File: src/logic/tlsrq_consts.svh
`ifndef TLSRQ_CONSTS_SVH
`define TLSRQ_CONSTS_SVH

`define TLSRQ_OFS_FATAL_TEMP 8'h26
`define TLSRQ_OFS_WARN_TEMP 8'h27
`define TLSRQ_OFS_SRQ_MASK 8'h28

`define TLSRQ_MASK_VALID 16'h1fff
`define TLSRQ_MASK_RESET 16'h1fbf
`define TLSRQ_FATAL_TEMP_RESET 16'h01f4
`define TLSRQ_WARN_TEMP_RESET 16'h00c8
`define TLSRQ_TEMP_LIMIT_MAX 16'h1388

`define TLSRQ_LOCK_GATED 16'h0707
`define TLSRQ_THERMAL_BITS 16'h0202

`define TLSRQ_ST_OK 2'h0
`define TLSRQ_ST_XE 2'h1
`define TLSRQ_ST_CE 2'h2

`define TLSRQ_ERR_OK 4'h0
`define TLSRQ_ERR_RNW 4'h1
`define TLSRQ_ERR_RVE 4'h2
`define TLSRQ_ERR_CIP 4'h3
`define TLSRQ_ERR_CII 4'h4

`endif

File: src/logic/tlsrq_pkg.sv
`default_nettype none
package tlsrq_pkg;

  typedef struct packed {
    logic write;
    logic [7:0] addr;
    logic [15:0] data;
  } tlsrq_cmd_t;

  typedef struct packed {
    logic [1:0] status;
    logic [15:0] data;
  } tlsrq_rsp_t;

endpackage : tlsrq_pkg
`default_nettype wire

File: src/logic/tlsrq_regs.sv
// Contract
// Fatal temperature limit register, read/write, retained.
// Warning temperature limit register, read/write, retained.
// Out-of-range limit write gives XE, VALUE_RANGE_ERROR_CODE.
// Good write: OK, echo, effective now.
// Failed access: XE, zero data, error set.
// Defaults fixed; saved values survive restore.
// Host keeps warning limit not above fatal.
// Mask bit one lets status raise request.
// Mask bits align with status bit positions.
// Mask field layout; bits 13-15 zero.
// Mask default is a suggested pattern.
// Unlocked laser blocks frequency, thermal, power.
// Case temperature still requests via thermal bits.
// Later execution errors set execution latch.
// Communication errors answered in the response.
// Request drops on mask or latch clear.
// Mask write immediate, never range error.
// Request low when masked latches nonzero.
`timescale 1ns/1ps
`default_nettype none
`include "tlsrq_consts.svh"

module tlsrq_regs
  import tlsrq_pkg::*;
#(
  parameter logic [15:0] FATAL_TEMP_DEFAULT = `TLSRQ_FATAL_TEMP_RESET,
  parameter logic [15:0] WARN_TEMP_DEFAULT = `TLSRQ_WARN_TEMP_RESET,
  parameter logic [15:0] MASK_DEFAULT = `TLSRQ_MASK_RESET,
  parameter logic [15:0] TEMP_LIMIT_MAX = `TLSRQ_TEMP_LIMIT_MAX
) (
  input wire logic clk,
  input wire logic sys_rst,
  input wire logic cmdValid,
  input wire tlsrq_cmd_t cmd,
  input wire logic cmdCommErr,
  input wire logic cmdBusy,
  output logic rspValid,
  output tlsrq_rsp_t rsp,
  output logic [3:0] opErrCode,
  input wire logic [15:0] statusLatch,
  input wire logic laserLocked,
  input wire logic caseTempAlarm,
  input wire logic pendingExecFail,
  output logic execErrLatchSet,
  input wire logic nvSave,
  input wire logic nvLoad,
  output logic [15:0] fatalTempLimit,
  output logic [15:0] warnTempLimit,
  output logic [15:0] serviceRequestMask,
  output logic serviceRequestLine_n
);

  function automatic logic tempInRange(input logic [15:0] value);
    tempInRange = (value <= TEMP_LIMIT_MAX);
  endfunction : tempInRange

  logic [15:0] fatalTemp_q;
  logic [15:0] warnTemp_q;
  logic [15:0] srqMask_q;
  logic [15:0] fatalTempNv_q;
  logic [15:0] warnTempNv_q;
  logic [15:0] srqMaskNv_q;
  logic rspValid_q;
  tlsrq_rsp_t rsp_q;
  logic [3:0] opErr_q;
  logic srqN_q;
  logic execSet_q;

  logic hitFatal;
  logic hitWarn;
  logic hitMask;
  logic mapped;
  logic wrOk;
  logic rdOk;
  logic rangeBad;
  logic [15:0] readData;
  logic [15:0] qualMask;
  logic [15:0] srqCauses;

  assign hitFatal = (cmd.addr == `TLSRQ_OFS_FATAL_TEMP);
  assign hitWarn = (cmd.addr == `TLSRQ_OFS_WARN_TEMP);
  assign hitMask = (cmd.addr == `TLSRQ_OFS_SRQ_MASK);
  assign mapped = hitFatal | hitWarn | hitMask;

  // Mask writes are exempt from range checks
  assign rangeBad = cmd.write & (hitFatal | hitWarn) & ~tempInRange(cmd.data);
  assign wrOk = cmdValid & cmd.write & ~cmdCommErr & ~cmdBusy & mapped & ~rangeBad;
  assign rdOk = cmdValid & ~cmd.write & ~cmdCommErr & ~cmdBusy & mapped;

  always_comb begin
    readData = 16'h0000;
    if (hitFatal) begin
      readData = fatalTemp_q;
    end else if (hitWarn) begin
      readData = warnTemp_q;
    end else if (hitMask) begin
      readData = srqMask_q;
    end
  end

  // Limits live in fatalTemp_q/warnTemp_q; warning <= fatal is the host's job
  always_ff @(posedge clk or posedge sys_rst) begin
    if (sys_rst) begin
      fatalTemp_q <= FATAL_TEMP_DEFAULT;
    end else if (nvLoad) begin
      fatalTemp_q <= fatalTempNv_q;
    end else if (wrOk && hitFatal) begin
      fatalTemp_q <= cmd.data;
    end
  end

  always_ff @(posedge clk or posedge sys_rst) begin
    if (sys_rst) begin
      warnTemp_q <= WARN_TEMP_DEFAULT;
    end else if (nvLoad) begin
      warnTemp_q <= warnTempNv_q;
    end else if (wrOk && hitWarn) begin
      warnTemp_q <= cmd.data;
    end
  end

  // Reserved mask bits can never be stored
  always_ff @(posedge clk or posedge sys_rst) begin
    if (sys_rst) begin
      srqMask_q <= MASK_DEFAULT & `TLSRQ_MASK_VALID;
    end else if (nvLoad) begin
      srqMask_q <= srqMaskNv_q;
    end else if (wrOk && hitMask) begin
      srqMask_q <= cmd.data & `TLSRQ_MASK_VALID;
    end
  end

  // Retained image, stands in for the non-volatile store
  always_ff @(posedge clk or posedge sys_rst) begin
    if (sys_rst) begin
      fatalTempNv_q <= FATAL_TEMP_DEFAULT;
      warnTempNv_q <= WARN_TEMP_DEFAULT;
      srqMaskNv_q <= MASK_DEFAULT & `TLSRQ_MASK_VALID;
    end else if (nvSave) begin
      fatalTempNv_q <= fatalTemp_q;
      warnTempNv_q <= warnTemp_q;
      srqMaskNv_q <= srqMask_q;
    end
  end

  // Response one cycle after the command
  always_ff @(posedge clk or posedge sys_rst) begin
    if (sys_rst) begin
      rspValid_q <= 1'b0;
      rsp_q <= '0;
    end else begin
      rspValid_q <= cmdValid;
      if (!cmdValid) begin
        rsp_q <= rsp_q;
      end else if (cmdCommErr) begin
        rsp_q <= '{status: `TLSRQ_ST_CE, data: 16'h0000};
      end else if (wrOk) begin
        rsp_q <= '{status: `TLSRQ_ST_OK, data: cmd.data};
      end else if (rdOk) begin
        rsp_q <= '{status: `TLSRQ_ST_OK, data: readData};
      end else begin
        rsp_q <= '{status: `TLSRQ_ST_XE, data: 16'h0000};
      end
    end
  end

  // Error field holds the outcome of the last command without a communication error
  always_ff @(posedge clk or posedge sys_rst) begin
    if (sys_rst) begin
      opErr_q <= `TLSRQ_ERR_OK;
    end else if (cmdValid && !cmdCommErr) begin
      if (cmdBusy) begin
        opErr_q <= `TLSRQ_ERR_CIP;
      end else if (!mapped) begin
        opErr_q <= `TLSRQ_ERR_CII;
      end else if (rangeBad) begin
        opErr_q <= `TLSRQ_ERR_RVE;
      end else begin
        opErr_q <= `TLSRQ_ERR_OK;
      end
    end
  end

  // Deferred failures cannot answer a packet, so raise the latch
  always_ff @(posedge clk or posedge sys_rst) begin
    if (sys_rst) begin
      execSet_q <= 1'b0;
    end else begin
      execSet_q <= pendingExecFail;
    end
  end

  // Lock gating; case temperature keeps thermal bits live
  always_comb begin
    qualMask = srqMask_q;
    if (!laserLocked) begin
      qualMask = srqMask_q & ~`TLSRQ_LOCK_GATED;
      if (caseTempAlarm) begin
        qualMask = qualMask | (srqMask_q & `TLSRQ_THERMAL_BITS);
      end
    end
  end

  assign srqCauses = statusLatch & qualMask;

  always_ff @(posedge clk or posedge sys_rst) begin
    if (sys_rst) begin
      srqN_q <= 1'b1;
    end else begin
      srqN_q <= ~(|srqCauses);
    end
  end

  assign rspValid = rspValid_q;
  assign rsp = rsp_q;
  assign opErrCode = opErr_q;
  assign execErrLatchSet = execSet_q;
  assign fatalTempLimit = fatalTemp_q;
  assign warnTempLimit = warnTemp_q;
  assign serviceRequestMask = srqMask_q;
  assign serviceRequestLine_n = srqN_q;

  chk_range_reject: assert property (@(posedge clk) disable iff (sys_rst)
    cmdValid && cmd.write && hitFatal && !cmdCommErr && !cmdBusy && cmd.data > TEMP_LIMIT_MAX
    |=> rsp.status == `TLSRQ_ST_XE && opErrCode == `TLSRQ_ERR_RVE && fatalTempLimit == $past(fatalTempLimit))
    else $error("Out-of-range limit accepted");

  chk_write_echo: assert property (@(posedge clk) disable iff (sys_rst)
    wrOk |=> rspValid && rsp.status == `TLSRQ_ST_OK && rsp.data == $past(cmd.data))
    else $error("Write not echoed");

  chk_fatal_update: assert property (@(posedge clk) disable iff (sys_rst)
    wrOk && hitFatal && !nvLoad |=> fatalTempLimit == $past(cmd.data))
    else $error("Fatal limit not updated");

  chk_warn_update: assert property (@(posedge clk) disable iff (sys_rst)
    wrOk && hitWarn && !nvLoad |=> warnTempLimit == $past(cmd.data))
    else $error("Warning limit not updated");

  chk_fail_zero: assert property (@(posedge clk) disable iff (sys_rst)
    rspValid && rsp.status != `TLSRQ_ST_OK |-> rsp.data == 16'h0000)
    else $error("Failed access returned data");

  chk_nv_restore: assert property (@(posedge clk) disable iff (sys_rst)
    nvSave ##1 (!nvSave && !cmdValid)[*1] ##0 nvLoad |=> serviceRequestMask == $past(serviceRequestMask, 2))
    else $error("Saved mask not restored");

  chk_mask_reserved: assert property (@(posedge clk) disable iff (sys_rst)
    serviceRequestMask[15:13] == 3'h0)
    else $error("Reserved mask bits set");

  chk_mask_no_rve: assert property (@(posedge clk) disable iff (sys_rst)
    cmdValid && cmd.write && hitMask && !cmdCommErr && !cmdBusy && !nvLoad
    |=> opErrCode != `TLSRQ_ERR_RVE && serviceRequestMask == ($past(cmd.data) & 16'h1fff))
    else $error("Mask write not immediate");

  chk_srq_cause: assert property (@(posedge clk) disable iff (sys_rst)
    ##1 serviceRequestLine_n == !(|$past(srqCauses)))
    else $error("Request line mismatch");

  chk_unlock_block: assert property (@(posedge clk) disable iff (sys_rst)
    !laserLocked && !caseTempAlarm && (statusLatch & 16'hf8f8) == 16'h0000 |=> serviceRequestLine_n)
    else $error("Request while unlocked");

  chk_case_temp: assert property (@(posedge clk) disable iff (sys_rst)
    caseTempAlarm && statusLatch[1] && serviceRequestMask[1] |=> !serviceRequestLine_n)
    else $error("Case temperature request missing");

  chk_pend_latch: assert property (@(posedge clk) disable iff (sys_rst)
    pendingExecFail |=> execErrLatchSet)
    else $error("Pending failure not latched");

  chk_comm_err: assert property (@(posedge clk) disable iff (sys_rst)
    cmdValid && cmdCommErr |=> rspValid && rsp.status == `TLSRQ_ST_CE)
    else $error("Communication error not answered");

endmodule : tlsrq_regs
`default_nettype wire

File: config.mk
export PLATFORM = sky130hd
export DESIGN_NAME = tlsrq_regs
export DESIGN_NICKNAME = d
export VERILOG_FILES = /design/src/logic/tlsrq_pkg.sv /design/src/logic/tlsrq_regs.sv
export VERILOG_INCLUDE_DIRS = /design/src /design/src/logic
export SDC_FILE = /design/constraint.sdc
export NUM_CORES = 1
export LEC_CHECK = 0
export BUFFER_PORTS_ARGS = -buffer_cell sky130_fd_sc_hd__buf_4
export CAP_MARGIN = 20
export CORE_MARGIN = 2
export CORE_UTILIZATION = 48
export CTS_CLUSTER_DIAMETER = 30
export CTS_CLUSTER_SIZE = 30
export DETAILED_ROUTE_END_ITERATION = 8
export PLACE_DENSITY = 0.83
export SYNTH_ARGS = -nofsm -noshare
export SYNTH_HDL_FRONTEND = slang
export SYNTH_SLANG_ARGS = --single-unit
File: constraint.sdc
create_clock -name clk -period 9.7 [get_ports clk]
set_input_delay 1.94 -clock clk [delete_from_list [all_inputs] [get_ports clk]]
set_output_delay 1.94 -clock clk [all_outputs]
set_load 0.005 [all_outputs]
==> results.json, run 1 <==
{
  "dpl_worst_slack_ps": 5260,
  "muxShareOfSynthArea": 0.173,
  "clk_pin_slew_ps": 60,
  "p_per_area_nw_per_um2": 181,
  "grt_overflow_total": 0,
  "syn_avg_cell_area_um2": 12.3,
  "syn_area_um2": 5450,
  "antenna_found_initial": 0,
  "rrSetupSlack_ps": 8140,
  "synth_top_area_cell": "dfrtp_1",
  "cts_max_level": 4,
  "cap_viol_max_count": 0,
  "max_freq_mhz": 262,
  "die_area_um2": 12200,
  "grt_pass1_vias": 4434,
  "dp_hpwl_um": 10100,
  "relSlewSlack": 0.363,
  "clock_sinks": 120,
  "areaGrowthSynthToFinish_pct": 29.2,
  "numCtsBuffers": 17,
  "hold_violations": 0,
  "yosysMostFrequentCell": "dfrtp_1",
  "setup_viol": 0,
  "cts_resized": 0,
  "drv_slew": 0,
  "fin_crit_sh": 0.394,
  "clock_latency_ps": 410,
  "grt_pass1_wl_um": 24600,
  "io_buffers": 122,
  "grtUsageTotal": 0.257,
  "critical_path_class": "primary input to flop",
  "async_flop_share": 1.00,
  "clockBufferDepth": 2,
  "coreArea_um2": 10900,
  "outcome": "completed",
  "synth-xor-area-share": 0,
  "dieHeight_um": 111,
  "multi_input_area_um2": 2210,
  "synth_edf_count": 0,
  "yosys_warnings": 0,
  "worstPathRequired_ps": 9950,
  "synthAdderAreaFrac": 0,
  "yosys-top-cells-area": "dfrtp_1, dfstp_2, mux2_2",
  "worstReg2RegEnd": "serviceRequestLine_n",
  "route.detailed.drc": 0,
  "hp-class": "flop to flop",
  "drive_gt1_frac": 0.462,
  "synth_nets": 495,
  "arrival_ps": 4070,
  "synthFlopType": "dfrtp_1",
  "ir_worst_vdd_mv": 0.0960,
  "hold-path-endpoint": "fatalTempLimit[2]",
  "wl_per_cell_um": 21.6,
  "syn_inst": 444,
  "start_util": 0.498,
  "cp-end-kind": "flop",
  "clockRootBuffer": "clkbuf_16",
  "hold_buffers": 0,
  "synth_compound_area_frac": 0.147,
  "fin_skew_ps": 6.97,
  "dr.pass1.iters": 6,
  "r2r-start": "serviceRequestMask[7]",
  "gp_congestion": 0.834,
  "register_area_um2": 3060,
  "worstMarginPinSlew_ps": 955,
  "synth.top_cell.area_share": 0.354,
  "startpoint_type": "primary input",
  "final_core_util": 0.643,
  "num_rows": 38,
  "vias": 4365,
  "wirelength_um": 15300,
  "cts_setup_buffers": 0,
  "worstPathCellList": "buf_4, nor4b_4, and2_2, nand3_2, mux2i_1, o21ai_0",
  "rsz0062_at_grt": "false",
  "drt_iter0_markers": 507,
  "synth_top_family_by_area": "multiplexers",
  "yosysSeqAreaShare": 0.561,
  "slowest_stage": "nand3_2",
  "ys_ff_latch": 120,
  "chipWidth_um": 111,
  "ant_nets": 0,
  "viasPerCell": 6.14,
  "cts_tree": "yes",
  "num_antenna_cells": 0,
  "nNetsFinal": 609,
  "pin_count": 124,
  "cpPeakStageDelay_ps": 580,
  "layout_min_cycle_time_ps": 3820,
  "critPathTopFamily": "simple AND/OR/NAND/NOR gates",
  "worstRegToRegCells": 3,
  "whs_path_depth": 2,
  "p_total_mw": 1.27,
  "grt_max_degree": 97,
  "leakagePower_nw": 3.15,
  "fin_ws_ps": 5880,
  "synthSimpleGateAreaFrac": 0.0857,
  "synth_common_cells": "dfrtp_1, nand2_1, mux2_2",
  "path_buf_inv": 1,
  "hold_path.startpoint": "fatalTempNv_q[2]",
  "yosysUniqueCellTypes": 49,
  "crit_path_max_fanout": 17,
  "fillCellCount": 829,
  "fin_tns_setup_ps": 0
}
==> cell type report <==
cell class | count | area share
clock inverter | 14 | 0.0247
clock buffer | 18 | 0.0624
sequential | 120 | 0.434
inverter | 8 | 0.00462
multi-input combinational | 286 | 0.314
tap | 140 | 0.0249
timing repair buffer | 125 | 0.134
==> worst max path at each step <==
stage,from,endpoint,slack [ps],cells past startpoint
floorplan,sys_rst,execErrLatchSet,4650,1
global placement,cmd[20],warnTempLimit[1],5390,6
detailed placement,cmd[20],warnTempLimit[1],5260,6
CTS,cmd[20],warnTempLimit[1],5630,6
global route,cmd[20],serviceRequestMask[9],5700,6
finish,cmd[20],serviceRequestMask[6],5880,6
==> cells in the final DEF (no fill, tap or decap), types with 2 or more instances in the layout <==
cell and count:
inv_1 6, o21ai_1 14, a311oi_4 2, a22o_1 6
and2_2 2, buf_4 124, bufinv_16 3, nor2_1 19
a221o_1 16, o31ai_1 6, clkinv_2 2, clkinvlp_4 4
mux2i_1 39, a221oi_1 2, o21ai_0 30, a222oi_1 16
a21oi_1 2, clkinv_4 3, inv_6 2, dfstp_2 43
clkbuf_16 17, nand2_1 55, nand4_1 2, mux2_2 49
nor3_1 3, dfrtp_1 77
==> state kept, by name (all words and copies together), names as in the netlist <==
register	cells
serviceRequestMask	16
fatalTempNv_q	16
rspValid	1
rsp	18
srqMaskNv_q	16
serviceRequestLine_n	1
fatalTempLimit	16
execErrLatchSet	1
warnTempLimit	16
warnTempNv_q	16
opErrCode	3
==> kinds of logic (layout without fill, tap and decap cells) <==
kind of cell	count (synthesis)	in the layout
other cells	1	1
buf+inv	38	165
compound gates	101	101
simple gates	96	96
mux	88	88
flops	120	120
==> tightest hold or removal path: stages (launching register included) <==
cell and delay [ps]:
dfstp_2 370, nand2_1 50, o21ai_1 50
==> stage by stage <==
step                      cell area [um2]  hold slack (ps)  instances
final                                7040              476        711
after global routing                 7040              491        711
after CTS                            7020              476        710
after detailed placement             6410              469        678
after global placement               6410              454        678
after floorplan                      5450              446        444
==> report_power, final <==
part	switching (mW)	total, mW	internal (mW)
logic	0.0466	0.0890	0.0424
registers	0.0146	0.534	0.520
clock network	0.236	0.648	0.412
==> metal layers <==
layer,vias up,GRT usage,routed length [um]
li1,1874,-,-
met1,2214,0.353,6270
met2,258,0.386,7240
met3,19,0.0801,1580
met4,0,0.0942,243
met5,-,0,0
Power figures use the tool's default switching activity.
==> run 2, diff against run 1 <==
--- a/config.mk
+++ b/config.mk
@@ -13,7 +13,7 @@
 export CTS_CLUSTER_DIAMETER = 30
 export CTS_CLUSTER_SIZE = 30
 export DETAILED_ROUTE_END_ITERATION = 8
-export PLACE_DENSITY = 0.83
+export PLACE_DENSITY = 0.86
 export SYNTH_ARGS = -nofsm -noshare
 export SYNTH_HDL_FRONTEND = slang
 export SYNTH_SLANG_ARGS = --single-unit
==> constraint.sdc (replaced) <==
create_clock -name clk -period 3.3 [get_ports clk]
set_input_delay 0.66 -clock clk [delete_from_list [all_inputs] [get_ports clk]]
set_output_delay 0.66 -clock clk [all_outputs]
set_load 0.005 [all_outputs]
==> results.json, run 2 (synthesis gave the netlist of run 1 again) <==
{
  "max_freq_mhz": 424,
  "cts_resized": 0,
  "multi_input_area_um2": 2210,
  "critical_path_class": "primary input to flop",
  "clockPowerShare": 0.509,
  "crit_end": "rsp[7]",
  "wirelength_um": 15400,
  "p_per_area_nw_per_um2": 529,
  "num_rows": 38,
  "hold_buffers": 0,
  "grtUsageTotal": 0.257,
  "r2r-start": "serviceRequestMask[4]",
  "worstPathCellList": "buf_4, nor4b_4, o21ai_0, or4_1, nor2_1, a221o_1",
  "ant_nets": 0,
  "clock_latency_ps": 410,
  "p_total_mw": 3.74,
  "dr.pass1.iters": 5,
  "drv_slew": 0,
  "route.detailed.drc": 0,
  "start_util": 0.498,
  "final_cell_mix": "buf_4, dfrtp_1, nand2_1, mux2_2, dfstp_2",
  "dp_hpwl_um": 9930,
  "layout_commonest_cell": "buf_4",
  "rrSetupSlack_ps": 1760,
  "viasPerCell": 6.06,
  "dpl_worst_slack_ps": 533,
  "cpPeakStageDelay_ps": 800,
  "slowest_stage": "or4_1",
  "nNetsFinal": 613,
  "drive_gt1_frac": 0.461,
  "hp-class": "primary input to flop",
  "fin_skew_ps": 6.50,
  "cts_max_level": 4,
  "antenna_found_initial": 0,
  "clockBufferDepth": 2,
  "dieHeight_um": 111,
  "ir_worst_vdd_mv": 0.356,
  "areaGrowthSynthToFinish_pct": 29.8,
  "worstReg2RegEnd": "serviceRequestLine_n",
  "wl_per_cell_um": 21.5,
  "gp_congestion": 0.848,
  "startpoint_type": "primary input",
  "numCtsBuffers": 17,
  "hold_violations": 0,
  "arrival_ps": 2710,
  "cap_viol_max_count": 0,
  "register_area_um2": 3060,
  "coreArea_um2": 10900,
  "largest_reg_flops": 18,
  "final_core_util": 0.646,
  "num_antenna_cells": 0,
  "p_int_mw": 2.92,
  "whs_path_depth": 1,
  "grt_max_degree": 97,
  "pwr-share-comb": 0.071,
  "clk_pin_slew_ps": 50,
  "pin_count": 124,
  "grt_pass1_wl_um": 24600,
  "worstRegToRegCells": 3,
  "startpoint": "cmd[20]",
  "power_frac_seq": 0.420,
  "layout_min_cycle_time_ps": 2360,
  "setup_viol": 0,
  "relSlewSlack": 0.412,
  "clock_sinks": 120,
  "fin_ws_ps": 941,
  "outcome": "completed",
  "vias": 4335,
  "io_buffers": 122,
  "grt_overflow_total": 0,
  "worstMarginPinSlew_ps": 882,
  "rsz0062_at_grt": "false",
  "chipWidth_um": 111,
  "die_area_um2": 12200,
  "crit_path_max_fanout": 17,
  "cts_setup_buffers": 0,
  "swShare": 0.219,
  "fin_tns_setup_ps": 0,
  "switchingPower_mw": 0.821,
  "cp-end-kind": "flop",
  "clockRootBuffer": "clkbuf_16",
  "drt_iter0_markers": 444,
  "leakagePower_nw": 3.18,
  "cts_tree": "yes",
  "fin_crit_sh": 0.715,
  "worstPathRequired_ps": 3650,
  "fillCellCount": 808,
  "grt_pass1_vias": 4573
}
==> run 2: changes by cell type in the layout (fill, tap and decap cells not counted), sizes merged <==
cell / previous run / this run
clkbuf: 18 / 24
buf: 125 / 129
inv: 9 / 6
clkinvlp: 4 / 2
clkinv: 6 / 5
==> run 2: routing by layer <==
| metal | vias up | GRT usage | part of all wire |
|---|---|---|---|
| li1 | 1891 | - | - |
| met1 | 2179 | 0.333 | 0.41 |
| met2 | 231 | 0.401 | 0.48 |
| met3 | 34 | 0.0840 | 0.086 |
| met4 | 0 | 0.101 | 0.029 |
| met5 | - | 0 | 0 |
==> run 2: through the flow <==
stage                     hold slack, ps  instance area, um2  instances
after floorplan                      446                5450        444
after global placement               452                6460        683
after detailed placement             461                6460        683
after CTS                            347                7070        715
after global routing                 339                7070        715
final                                356                7070        715
==> run 2: how the worst min path moves through the flow <==
stage	endpoint	start	slack (ps)
finish	execErrLatchSet	pendingExecFail	360
global route	execErrLatchSet	pendingExecFail	340
CTS	execErrLatchSet	pendingExecFail	350
detailed placement	fatalTempLimit[2]	fatalTempNv_q[2]	460
global placement	serviceRequestMask[13]	srqMaskNv_q[13]	450
floorplan	serviceRequestMask[13]	srqMaskNv_q[13]	450
==> run 2: cell type report <==
cell class,count,area share
inverters,8,0.00478
repair buffers,129,0.139
clock inverters,8,0.0166
flip-flops and latches,120,0.432
well taps,140,0.0248
multi-input cells,286,0.313
clock buffers,24,0.0696
==> run 2: critical path: cells and delay by family <==
family,cells,cell delay (ps)
compound gates,2,340
simple gates,3,1580
buf+inv,1,120
==> run 2: power groups by stage <==
stage	sequential (mW)	clock, mW	combinational, mW
2_1_floorplan	1.58	0	0.122
3_3_place_gp	1.59	0	0.255
3_5_place_dp	1.59	0	0.265
4_1_cts	1.57	1.91	0.267
5_1_grt	1.58	2.00	0.287
6_report	1.57	1.90	0.265
